File: config.mk
export PLATFORM = sky130hd
export DESIGN_NAME = fcs_sequencer
export DESIGN_NICKNAME = d
export VERILOG_FILES = /design/src/include/fcs_pkg.sv /design/src/rtl/fcs_sequencer.sv /design/src/rtl/fcs_sync.sv /design/src/rtl/fcs_limit_decoder.sv
export SDC_FILE = /design/constraint.sdc
export NUM_CORES = 1
export LEC_CHECK = 0
export BUFFER_PORTS_ARGS = -buffer_cell sky130_fd_sc_hd__buf_2
export CAP_MARGIN = 10
export CORE_ASPECT_RATIO = 1.4
export CORE_MARGIN = 2
export CORE_UTILIZATION = 40
export DETAILED_ROUTE_END_ITERATION = 6
export HOLD_SLACK_MARGIN = 0.05
export PLACE_DENSITY = 0.65
export SYNTH_ARGS = -nofsm -noshare
export SYNTH_HDL_FRONTEND = slang
export SYNTH_SLANG_ARGS = --single-unit
File: constraint.sdc
create_clock -name ref_clk_i -period 2.9 [get_ports ref_clk_i]
set_clock_uncertainty 0.05 [all_clocks]
set_input_delay 0.435 -clock ref_clk_i [delete_from_list [all_inputs] [get_ports ref_clk_i]]
set_output_delay 0.435 -clock ref_clk_i [all_outputs]
set_load 0.01 [all_outputs]
File: src/include/fcs_pkg.sv
// Shared constants, timing counts, states and carriers of the flash charger sequencer
package fcs_pkg;
    // Time base
    localparam int CLK_MHZ = 250;
    localparam int T_SW_TIMEOUT_NS = 18000;
    localparam int T_LIMIT_SETUP_NS = 200000;
    localparam int T_SENSE_MIN_NS = 200;
    // Longest times round down, least times round up
    localparam int SW_TIMEOUT_CYC = T_SW_TIMEOUT_NS * CLK_MHZ / 1000;
    localparam int LIMIT_SETUP_CYC = T_LIMIT_SETUP_NS * CLK_MHZ / 1000;
    localparam int SENSE_MIN_CYC = (T_SENSE_MIN_NS * CLK_MHZ + 999) / 1000;
    localparam int CNT_W = 16;
    localparam int SYNC_STAGES = 2;

    // Peak limit code: 0 is full scale, each step lowers the limit
    localparam int CODE_W = 4;
    localparam logic [CODE_W-1:0] CODE_FULL_SCALE = 4'h0;
    localparam logic [CODE_W-1:0] CODE_MAX = 4'hf;

    // Register bus
    localparam int AV_ADDR_W = 4;
    localparam int AV_DATA_W = 32;
    localparam logic [AV_ADDR_W-1:0] REG_CTRL_OFS = 4'h0;
    localparam logic [AV_ADDR_W-1:0] REG_STATUS_OFS = 4'h4;
    localparam int CTRL_FAST_EN_BIT = 0;
    localparam logic CTRL_FAST_EN_RESET = 1'h1;
    localparam int ST_STATE_LSB = 0;
    localparam int ST_MODE_BIT = 4;
    localparam int ST_CODE_LSB = 8;
    localparam int ST_DONE_BIT = 12;
    localparam int ST_DONE_PIN_BIT = 13;

    typedef enum logic [2:0] {
        ST_IDLE,
        ST_SETUP,
        ST_ON,
        ST_OFF,
        ST_DONE
    } fcs_state_e;

    typedef enum logic {
        MODE_TIMER,
        MODE_FAST
    } fcs_mode_e;

    // Asynchronous pin and comparator inputs, synchronized as one group
    typedef struct packed {
        logic charge;
        logic fire;
        logic lockout;
        logic peak;
        logic trip;
        logic flux;
        logic low_out;
        logic done_pin;
    } fcs_pins_s;

    typedef struct packed {
        fcs_state_e state;
        fcs_mode_e mode;
        logic [CNT_W-1:0] cnt;
        logic charge_q;
        logic fast_en;
        logic waitreq;
        logic [AV_DATA_W-1:0] rdata;
        logic switch_on;
        logic flash;
        logic done_oe;
        logic done_lvl;
    } fcs_core_s;
endpackage : fcs_pkg

File: src/rtl/fcs_sequencer.sv
// Flash charger sequencer: session control, switch timing, modes and register slave
module fcs_sequencer
    import fcs_pkg::*;
#(
    parameter int SW_TIMEOUT = SW_TIMEOUT_CYC,
    parameter int LIMIT_SETUP = LIMIT_SETUP_CYC,
    parameter int SENSE_MIN = SENSE_MIN_CYC
) (
    // Clock and reset
    input wire logic ref_clk_i,
    input wire logic reset_i,
    // Host pins
    input wire logic charge_req_i,
    input wire logic flash_fire_input_i,
    // Analog comparators
    input wire logic supply_lockout_i,
    input wire logic peak_current_limit_i,
    input wire logic output_trip_level_i,
    input wire logic flux_reset_i,
    input wire logic low_output_i,
    // Power switch and flash drivers
    output logic switch_node_on_o,
    output logic flash_gate_o,
    output logic [CODE_W-1:0] peak_limit_code_o,
    // Open-drain completion flag
    input wire logic done_n_i,
    output logic done_n_o,
    output logic done_n_oe_o,
    // Avalon-MM slave
    input wire logic [AV_ADDR_W-1:0] avs_address,
    input wire logic avs_read,
    input wire logic avs_write,
    input wire logic [AV_DATA_W-1:0] avs_writedata,
    output logic [AV_DATA_W-1:0] avs_readdata,
    output logic avs_waitrequest
);
    fcs_core_s st_ff;
    fcs_core_s nxt_st;
    fcs_pins_s pins_raw;
    fcs_pins_s pins_s;
    logic [CODE_W-1:0] code;
    logic rise;
    logic start;
    logic dec_clear;
    logic dec_edge;

    // Counter has run lim cycles in the current state
    function automatic logic reached(input logic [CNT_W-1:0] cnt, input int lim);
        reached = (cnt >= CNT_W'(lim - 1));
    endfunction : reached

    function automatic logic [AV_DATA_W-1:0] read_reg(
        input logic [AV_ADDR_W-1:0] addr,
        input fcs_core_s s,
        input logic [CODE_W-1:0] c,
        input logic done_pin
    );
        logic [AV_DATA_W-1:0] d;
        d = '0;
        unique case (addr)
            REG_CTRL_OFS: begin
                d[CTRL_FAST_EN_BIT] = s.fast_en;
            end
            REG_STATUS_OFS: begin
                d[ST_STATE_LSB +: $bits(fcs_state_e)] = s.state;
                d[ST_MODE_BIT] = s.mode;
                d[ST_CODE_LSB +: CODE_W] = c;
                d[ST_DONE_BIT] = s.done_oe;
                d[ST_DONE_PIN_BIT] = done_pin;
            end
            default: begin
                d = '0;
            end
        endcase
        read_reg = d;
    endfunction : read_reg

    assign pins_raw = '{
        charge: charge_req_i,
        fire: flash_fire_input_i,
        lockout: supply_lockout_i,
        peak: peak_current_limit_i,
        trip: output_trip_level_i,
        flux: flux_reset_i,
        low_out: low_output_i,
        done_pin: done_n_i
    };

    fcs_sync #(
        .W($bits(fcs_pins_s))
    ) u_sync (
        .ref_clk_i(ref_clk_i),
        .reset_i(reset_i),
        .d_i(pins_raw),
        .q_o(pins_s)
    );

    assign rise = pins_s.charge && !st_ff.charge_q;
    assign start = (st_ff.state == ST_IDLE) && rise && !pins_s.lockout;
    assign dec_clear = pins_s.lockout || ((st_ff.state == ST_IDLE) && !start);
    assign dec_edge = start || ((st_ff.state == ST_SETUP) && rise);

    fcs_limit_decoder u_dec (
        .ref_clk_i(ref_clk_i),
        .reset_i(reset_i),
        .clear_i(dec_clear),
        .edge_i(dec_edge),
        .peak_limit_code_o(code)
    );

    always_comb begin
        nxt_st = st_ff;
        nxt_st.charge_q = pins_s.charge;
        nxt_st.cnt = st_ff.cnt + 1'b1;
        nxt_st.flash = pins_s.fire;
        nxt_st.done_lvl = 1'b0;
        unique case (st_ff.state)
            ST_IDLE: begin
                nxt_st.cnt = '0;
                if (start) begin
                    nxt_st.state = ST_SETUP;
                    nxt_st.mode = MODE_TIMER;
                end
            end
            ST_SETUP: begin
                // Charge request toggles here while the limit is programmed
                if (reached(st_ff.cnt, LIMIT_SETUP)) begin
                    nxt_st.cnt = '0;
                    nxt_st.state = pins_s.charge ? ST_ON : ST_IDLE;
                end
            end
            ST_ON: begin
                if (pins_s.peak || reached(st_ff.cnt, SW_TIMEOUT)) begin
                    nxt_st.cnt = '0;
                    nxt_st.state = ST_OFF;
                end
            end
            ST_OFF: begin
                if (st_ff.cnt == CNT_W'(SENSE_MIN - 1) && pins_s.trip) begin
                    nxt_st.state = ST_DONE;
                end else begin
                    if (st_ff.cnt == CNT_W'(SENSE_MIN - 1) && !pins_s.low_out
                            && st_ff.fast_en) begin
                        nxt_st.mode = MODE_FAST;
                    end
                    if (reached(st_ff.cnt, SW_TIMEOUT)) begin
                        nxt_st.cnt = '0;
                        nxt_st.state = ST_ON;
                    end else if (st_ff.mode == MODE_FAST && pins_s.flux) begin
                        nxt_st.cnt = '0;
                        nxt_st.state = ST_ON;
                    end
                end
            end
            ST_DONE: begin
                nxt_st.cnt = '0;
            end
        endcase
        if (!pins_s.charge && st_ff.state != ST_SETUP) begin
            nxt_st.state = ST_IDLE;
            nxt_st.cnt = '0;
        end
        if (pins_s.lockout) begin
            nxt_st.state = ST_IDLE;
            nxt_st.mode = MODE_TIMER;
            nxt_st.cnt = '0;
        end
        nxt_st.switch_on = (nxt_st.state == ST_ON);
        nxt_st.done_oe = (nxt_st.state == ST_DONE) && pins_s.charge;

        // Register slave: one wait cycle, then the accept cycle
        nxt_st.waitreq = !((avs_read || avs_write) && st_ff.waitreq);
        if ((avs_read || avs_write) && st_ff.waitreq) begin
            nxt_st.rdata = read_reg(avs_address, st_ff, code, pins_s.done_pin);
        end
        if (avs_write && !st_ff.waitreq && avs_address == REG_CTRL_OFS) begin
            nxt_st.fast_en = avs_writedata[CTRL_FAST_EN_BIT];
        end
    end

    always_ff @(posedge ref_clk_i) begin
        if (reset_i) begin
            st_ff <= '{
                state: ST_IDLE,
                mode: MODE_TIMER,
                cnt: '0,
                charge_q: 1'b0,
                fast_en: CTRL_FAST_EN_RESET,
                waitreq: 1'b1,
                rdata: '0,
                switch_on: 1'b0,
                flash: 1'b0,
                done_oe: 1'b0,
                done_lvl: 1'b0
            };
        end else begin
            st_ff <= nxt_st;
        end
    end

    assign switch_node_on_o = st_ff.switch_on;
    assign flash_gate_o = st_ff.flash;
    assign peak_limit_code_o = code;
    assign done_n_o = st_ff.done_lvl;
    assign done_n_oe_o = st_ff.done_oe;
    assign avs_readdata = st_ff.rdata;
    assign avs_waitrequest = st_ff.waitreq;

    // Length of the current on interval, for checking only
    logic [CNT_W-1:0] on_run_ff;
    always_ff @(posedge ref_clk_i) begin
        if (reset_i || !switch_node_on_o) begin
            on_run_ff <= '0;
        end else if (on_run_ff != '1) begin
            on_run_ff <= on_run_ff + 1'b1;
        end
    end

    property p_flash_follows;
        @(posedge ref_clk_i) disable iff (reset_i)
        ##1 flash_gate_o == $past(pins_s.fire);
    endproperty
    a_flash_follows: assert property (p_flash_follows)
        else $error("Flash gate does not follow the fire input");

    property p_standby;
        @(posedge ref_clk_i) disable iff (reset_i)
        (!pins_s.charge && st_ff.state != ST_SETUP) |=>
            st_ff.state == ST_IDLE && !switch_node_on_o && !done_n_oe_o;
    endproperty
    a_standby: assert property (p_standby)
        else $error("Activity continued with charge request low");

    property p_lockout_reset;
        @(posedge ref_clk_i) disable iff (reset_i)
        pins_s.lockout |=> st_ff.state == ST_IDLE && st_ff.mode == MODE_TIMER
            ##1 peak_limit_code_o == CODE_FULL_SCALE;
    endproperty
    a_lockout_reset: assert property (p_lockout_reset)
        else $error("Lockout did not reset the control state");

    property p_peak_off;
        @(posedge ref_clk_i) disable iff (reset_i)
        (st_ff.state == ST_ON && pins_s.peak) |=> !switch_node_on_o;
    endproperty
    a_peak_off: assert property (p_peak_off)
        else $error("Switch stayed on at the current limit");

    property p_on_timeout;
        @(posedge ref_clk_i) disable iff (reset_i)
        switch_node_on_o |-> on_run_ff < CNT_W'(SW_TIMEOUT);
    endproperty
    a_on_timeout: assert property (p_on_timeout)
        else $error("On interval exceeded the timeout");

    property p_done_needs_charge;
        @(posedge ref_clk_i) disable iff (reset_i)
        done_n_oe_o |-> $past(pins_s.charge) && !switch_node_on_o;
    endproperty
    a_done_needs_charge: assert property (p_done_needs_charge)
        else $error("Completion flag without charge request or while switching");

    property p_setup_quiet;
        @(posedge ref_clk_i) disable iff (reset_i)
        $rose(switch_node_on_o) && $past(st_ff.state) == ST_SETUP |->
            $past(st_ff.cnt) == CNT_W'(LIMIT_SETUP - 1);
    endproperty
    a_setup_quiet: assert property (p_setup_quiet)
        else $error("Switching began before the setup period ended");

    property p_level_no_start;
        @(posedge ref_clk_i) disable iff (reset_i)
        (st_ff.state == ST_IDLE && !rise) |=> st_ff.state == ST_IDLE;
    endproperty
    a_level_no_start: assert property (p_level_no_start)
        else $error("Session started without a fresh edge");

    property p_trip_stop;
        @(posedge ref_clk_i) disable iff (reset_i)
        (st_ff.state == ST_OFF && st_ff.cnt == CNT_W'(SENSE_MIN - 1) && pins_s.trip
            && pins_s.charge && !pins_s.lockout) |=>
            st_ff.state == ST_DONE ##1 done_n_oe_o || !$past(pins_s.charge);
    endproperty
    a_trip_stop: assert property (p_trip_stop)
        else $error("Target reached but charging went on");
endmodule : fcs_sequencer

File: src/rtl/fcs_sync.sv
// Two-stage level synchronizer for a group of asynchronous inputs
module fcs_sync
    import fcs_pkg::*;
#(
    parameter int W = 1
) (
    // Clock and reset
    input wire logic ref_clk_i,
    input wire logic reset_i,
    // Levels
    input wire logic [W-1:0] d_i,
    output logic [W-1:0] q_o
);
    logic [SYNC_STAGES-1:0][W-1:0] st_ff;
    logic [SYNC_STAGES-1:0][W-1:0] nxt_st;

    always_comb begin
        nxt_st = {st_ff[0], d_i};
    end

    always_ff @(posedge ref_clk_i) begin
        if (reset_i) begin
            st_ff <= '0;
        end else begin
            st_ff <= nxt_st;
        end
    end

    assign q_o = st_ff[SYNC_STAGES-1];
endmodule : fcs_sync

File: src/rtl/fcs_limit_decoder.sv
// Pulse-count decoder for the peak limit code
module fcs_limit_decoder
    import fcs_pkg::*;
(
    // Clock and reset
    input wire logic ref_clk_i,
    input wire logic reset_i,
    // Control
    input wire logic clear_i,
    input wire logic edge_i,
    // Result
    output logic [CODE_W-1:0] peak_limit_code_o
);
    typedef struct packed {
        logic started;
        logic [CODE_W-1:0] code;
    } fcs_dec_s;

    fcs_dec_s st_ff;
    fcs_dec_s nxt_st;

    always_comb begin
        nxt_st = st_ff;
        if (clear_i) begin
            nxt_st.started = 1'b0;
            nxt_st.code = CODE_FULL_SCALE;
        end else if (edge_i) begin
            nxt_st.started = 1'b1;
            if (st_ff.started && st_ff.code != CODE_MAX) begin
                nxt_st.code = st_ff.code + 1'b1;
            end
        end
    end

    always_ff @(posedge ref_clk_i) begin
        if (reset_i) begin
            st_ff <= '{started: 1'b0, code: CODE_FULL_SCALE};
        end else begin
            st_ff <= nxt_st;
        end
    end

    assign peak_limit_code_o = st_ff.code;

    property p_code_monotonic;
        @(posedge ref_clk_i) disable iff (reset_i)
        !clear_i |=> peak_limit_code_o >= $past(peak_limit_code_o);
    endproperty
    a_code_monotonic: assert property (p_code_monotonic)
        else $error("Limit code fell without a clear");

    property p_first_edge_full;
        @(posedge ref_clk_i) disable iff (reset_i)
        clear_i ##1 (edge_i && !clear_i) |=> peak_limit_code_o == CODE_FULL_SCALE;
    endproperty
    a_first_edge_full: assert property (p_first_edge_full)
        else $error("First edge after clear moved the limit code");
endmodule : fcs_limit_decoder

# Word level (Yosys, flattened, before mapping)
# Cells that the tools add are included.
[totals]
ff_bits = 58
wordCells = 90
out_inout_bits = 41
inputBits = 48
[classes]
n_eq_ne = 13
order_cmp = 2
n_reduce_logical = 35
muxes = 23
addsub = 2
[op_table]
columns = ["cell", "count"]
rows = [
  ["16-bit two-way mux", 5],
  ["16-bit one-hot mux with 4 select lines", 1],
  ["20-bit two-way mux", 1],
  ["3-bit two-way mux", 6],
  ["17-bit two-way mux", 1],
  ["16-bit by 1-bit adder with 16-bit output (second input constant)", 1],
  ["16-bit by 6-bit equality test with 1-bit output (second input constant)", 1],
  ["16-bit by 13-bit greater-or-equal comparator with 1-bit output (second input constant)", 1],
  ["16-bit greater-or-equal comparator (second input constant)", 1],
  ["1-bit logical AND", 15],
  ["3-bit one-hot mux with 4 select lines", 1],
  ["3-bit by 2-bit equality test with 1-bit output (second input constant)", 3],
  ["1-bit logical NOT", 7],
  ["3-bit equality test (second input constant)", 2],
  ["6-bit two-way mux", 1],
  ["2-bit != test (second input constant)", 3],
  ["2-bit OR reduction", 3],
  ["4-bit by 1-bit adder with 4-bit output (second input constant)", 1],
  ["4-bit by 3-bit equality test with 1-bit output (second input constant)", 1],
  ["4-bit logical NOT", 1],
  ["1-bit logical OR", 4],
  ["2-bit two-way mux", 2],
  ["4-bit two-way mux", 1],
  ["4-bit != test (second input constant)", 1],
  ["other kinds (9)", 11],
]

# Logic depth before layout (Yosys ltp)
[depth]
depth_word = 10
depth_mapped = 8

# Modules after synthesis
# A second synthesis with hierarchy kept.
[unflattened]
hier_cells = 292
area_unflattened_um2 = 2707.6
[by_module_without_submodules]
columns = ["module", "seq_area_each_um2", "area_per_inst_um2", "cells_per_inst", "n_inst"]
rows = [
  ["fcs_sequencer", 720.7, 1964.4, 231, 1],
  ["fcs_sync", 320.3, 464.2, 33, 1],
  ["fcs_limit_decoder", 100.1, 279.0, 28, 1],
]

# Least setup slack after synthesis
# OpenSTA, ideal clock, no wires.
[synth_timing]
kind = "register to register"
from = "reg st_ff[53] (netlist bit)"
to = "reg st_ff[47] (netlist bit)"
required_time_ns = 2.774
path_stages_with_launch = 7
path_slack_ns = 0.811
path_buffers = 1
arrival_time_ns = 1.964
path_cell_list = "dfxtp_1 > or3_4 > or4_4 > nor3_4 > nor4b_4 > buf_6 > nor3_2"
[synth_between]
elab_chain_len = 4
[synth_rtl]
columns = ["item", "line", "text"]
rows = [
  ["start: declaration", "fcs_sequencer.sv:37", "fcs_core_s st_ff;"],
  ["start signal: assignment", "fcs_sequencer.sv:183", "st_ff <= '{"],
  ["start signal: assignment", "fcs_sequencer.sv:197", "st_ff <= nxt_st;"],
  ["16-bit by 13-bit greater-or-equal comparator with 1-bit output or 16-bit by 6-bit equality test with 1-bit output (tied branches)", "fcs_sequencer.sv:49, fcs_sequencer.sv:139", ""],
  ["16-bit two-way mux, or another cell as far along", "fcs_sequencer.sv:146", "if (reached(st_ff.cnt, SW_TIMEOUT)) begin"],
  ["17-bit two-way mux or 16-bit two-way mux (tied branches)", "fcs_sequencer.sv:139, fcs_sequencer.sv:133", ""],
  ["16-bit one-hot mux with 4 select lines (*)", "fcs_sequencer.sv:117", "unique case (st_ff.state)"],
]
# Every way passes the cells marked *; elsewhere a longest branch is shown, timed or not. The select of a mux whose other input is x is not followed.
# A chain may end at the register's enable or synchronous reset.

# Final worst setup path
[layout_timing]
from = "reg st_ff[53] (netlist bit)"
to = "reg st_ff[40] (netlist bit)"
# Same word-level chain as after synthesis.

==> run summary <==
Slew Limit Fails: 0
Peak supply drop: 0.208 mV
origin of the critical flop-to-flop path: st_ff[53]
Horiz. Die Dim: 74.0 µm
WP data arrival: 2.53 ns
simple-gate portion of the synthesized area: 0.259
total CTS buffers: 9
P per Cell Area: 526 nW/µm²
Synth Warn #: 0
Die H: 102 µm
synth top area cells: dfxtp_1 42%, buf_4 10%, nor2_1 4.2%
Worst path max stage delay: 0.59 ns
Synth Area in XOR/XNOR: 0.0479
final net count: 366
Tcrit/Tclk final: 0.797
multiplexer share of the synthesized area: 0.0151
num rows: 35
setup total negative slack: 0 ns
Seq/Total Area, Yosys: 0.416
total track usage: 0.139
hold_buf cts: 0
first-pass GRT wire length: 7930 µm
cell count after synthesis: 294
Avg WL per Cell: 11.8 µm
Via-to-Cell Ratio: 4.74
Max FO, Critical Path: 15
Flop pwr share: 0.504
Final setup viols: 0
drt initial violations: 87
clock latency on the worst-skew pair: 0.34 ns
post-synthesis cell type count: 54
Die Area: 7540 µm²
post-synthesis compound-gate area fraction: 0.116
fin crit period: 2.31 ns
diode count: 0
cell family with most CP delay: simple AND/OR/NAND/NOR gates
CTS root buf: clkbuf_8
final hold viol count: 0
clock power share: 0.452
placed cell count: 394
CTS tree: done
filler cell count in the final layout: 660
async set-reset flop share out of synthesis: 0
Non-Filler Instances: 412
main combinational cell family by area after synthesis: simple AND/OR/NAND/NOR gates
area fraction of the dominant cell type after synthesis: 0.416
Synth Area in Adders: 0.0137
CP bufs+invs: 2
crit path launch: st_ff[53]
Static Leakage: 1.18 nW
CP endpoint kind: flop
total global routing overflow: 0
highest clock rate: 433 MHz
Setup CP Type: reg -> reg
Startpoint Class: flop
clk slew on worst S/H paths: 0.07 ns
ys flop type: dfxtp_1
type of the tightest min-delay check: in -> reg
routed vias: 1951
Synth area leader: dfxtp_1
net load switching power: 0.373 mW
worst hold path startpoint: done_n_i
IO buf count: 34
Comb power frac: 0.043
initial antenna violation count: 0
total wire length: 4860 µm
share of layout cells above drive strength 1: 0.250
CP max stage cell: or4_4
Clock Sinks: 57
RSZ-0062 raised after global routing: false
Syn Area/Cell: 9.32 µm²
flops & latches, synth: 57
vias in the first global route: 1755
cell area after synthesis: 2740 µm²
P&R area growth vs syn: 10.0%
worst-margin pin slew: 0.525 ns
status: complete, no violations
Int Pwr: 1.21 mW
largest net degree at the start of global routing: 33
clock buffer depth: 2
Initial Util: 0.415
hpwl dp: 3490 µm
Routed Antenna Nets: 0
# DRC: 0
Worst slew margin: 0.646
maxcap violations: 0
switching share of power: 0.235
Post-synth EDFFs: 0
num ports: 89
core area: 6610 µm²
GP Congestion: 0.811
Cell Chain, Critical Path: or3_4, or4_4, nor3_4, nor4b_4, buf_12, buf_4, nor3_2
htree depth: 3
TritonRoute pass-1 iters: 4
Crit path required time: 3.12 ns
worst reg2reg max path: cells and delay by family (launching register included):
kind	cells	cell delay [ns]
buffers and inverters	2	0.32
DFF	1	0.36
and+or+nand+nor	5	1.52
layer usage:
metal / share of wire / global-route usage / routed length (µm)
met5: 0 / 0 / 0
met4: 0.016 / 0.0713 / 80
met3: 0.043 / 0.0562 / 210
met2: 0.52 / 0.242 / 2510
met1: 0.42 / 0.141 / 2050
flip-flops by register name, indices dropped and copies added, names as in the netlist:
register                 cells
u_dec.st_ff                  1
done_n_oe_o                  1
avs_waitrequest              1
flash_gate_o                 1
st_ff                       22
u_sync.nxt_st                8
switch_node_on_o             1
u_sync.q_o                   8
u_dec.peak_limit_code_o      4
avs_readdata                10
through the flow:
step / util / total power, mW / cell area [µm²] / hold slack, ns / worst slack [ns]
floorplan: - / 0.886 / 2820 / 0.364 / 0.811
global placement: 0.423 / 0.886 / 2790 / 0.366 / 0.235
detailed placement: 0.423 / 0.887 / 2790 / 0.377 / 0.179
CTS: 0.452 / 1.62 / 2990 / 0.231 / 0.128
global route: 0.456 / 1.66 / 3020 / 0.240 / 0.506
finish: 0.456 / 1.59 / 3020 / 0.253 / 0.588
final cells by class:
class	count	area [µm²]	share of cell area
Timing Repair Buffer	39	220	0.0730
Sequential cell	57	1140	0.378
Clock inverter	7	71.3	0.0236
Tap cell	92	115	0.0382
Multi-Input combinational cell	203	1330	0.440
Clock buffer	9	124	0.0411
Inverter	5	18.8	0.00622
Yosys cell counts (all sizes together), types with 3 or more instances:
cell,instances
a21oi,6
a22oi,10
buf,38
clkbuf,13
dfxtp,57
ha,3
inv,5
mux2i,3
nand2,11
nand2b,4
nand3,8
nand4,3
nor2,31
nor2b,17
nor3,23
o21ai,7
or3,4
or4,3
xnor2,9
xor2,6
kinds of logic (layout without fill, tap and decap cells):
group | Yosys count | count (layout)
AOI/OAI and AO/OA | 40 | 40
xor gates and xnor gates | 15 | 15
adders and majority gates | 3 | 3
buffers and inverters | 56 | 60
DFF | 57 | 57
muxes | 4 | 4
other | 1 | 23
and+or+nand+nor | 118 | 118
placed cells by master, fill, tap and decap left out, types with 2 or more instances in the layout:
cell type,netlist,routed
inv_1,5,5
o21a_1,2,2
clkinv_2,0,2
o21bai_1,2,2
nor3_1,12,12
buf_2,0,34
nand2_1,11,11
nor3_2,10,10
nand3_1,8,8
nor3b_1,2,2
conb_1,1,23
a22oi_1,10,10
buf_4,37,4
nor2_1,31,31
nor2b_1,17,17
xor2_1,6,6
ha_1,3,3
clkinvlp_4,0,3
xnor2_1,9,9
or2_2,2,2
a21oi_1,6,6
nand2b_1,4,4
o31ai_1,2,2
nand4_1,3,3
and4_1,2,2
clkbuf_8,0,9
or4_1,2,2
o21ai_0,6,6
or3_4,2,2
mux2i_1,3,3
dfxtp_1,57,57
power groups by stage:
stage          Clock (mW)  Combinational (mW)  Sequential [mW]
6_report            0.718              0.0689            0.800
5_1_grt             0.785              0.0784            0.801
4_1_cts             0.747              0.0691            0.800
3_5_place_dp            0              0.0689            0.818
3_3_place_gp            0              0.0676            0.818
2_1_floorplan           0              0.0688            0.817
timing repair:
action / 4_1_cts / 5_1_grt
resized for setup: 0 / 0
buffers inserted: 0 / 2
endpoints found under the setup margin: 0 / 9
final timing paths:
kind / depth (start not counted) / slack, ns / endpoint
worst max-delay path: 7 / 0.59 / st_ff[40]
worst min register to register: 1 / 0.39 / u_sync.q_o[1]
worst max register to register: 7 / 0.59 / st_ff[40]
worst min-delay path: 2 / 0.25 / u_sync.nxt_st[8]
Note: power is estimated with default switching activity, not from simulation.
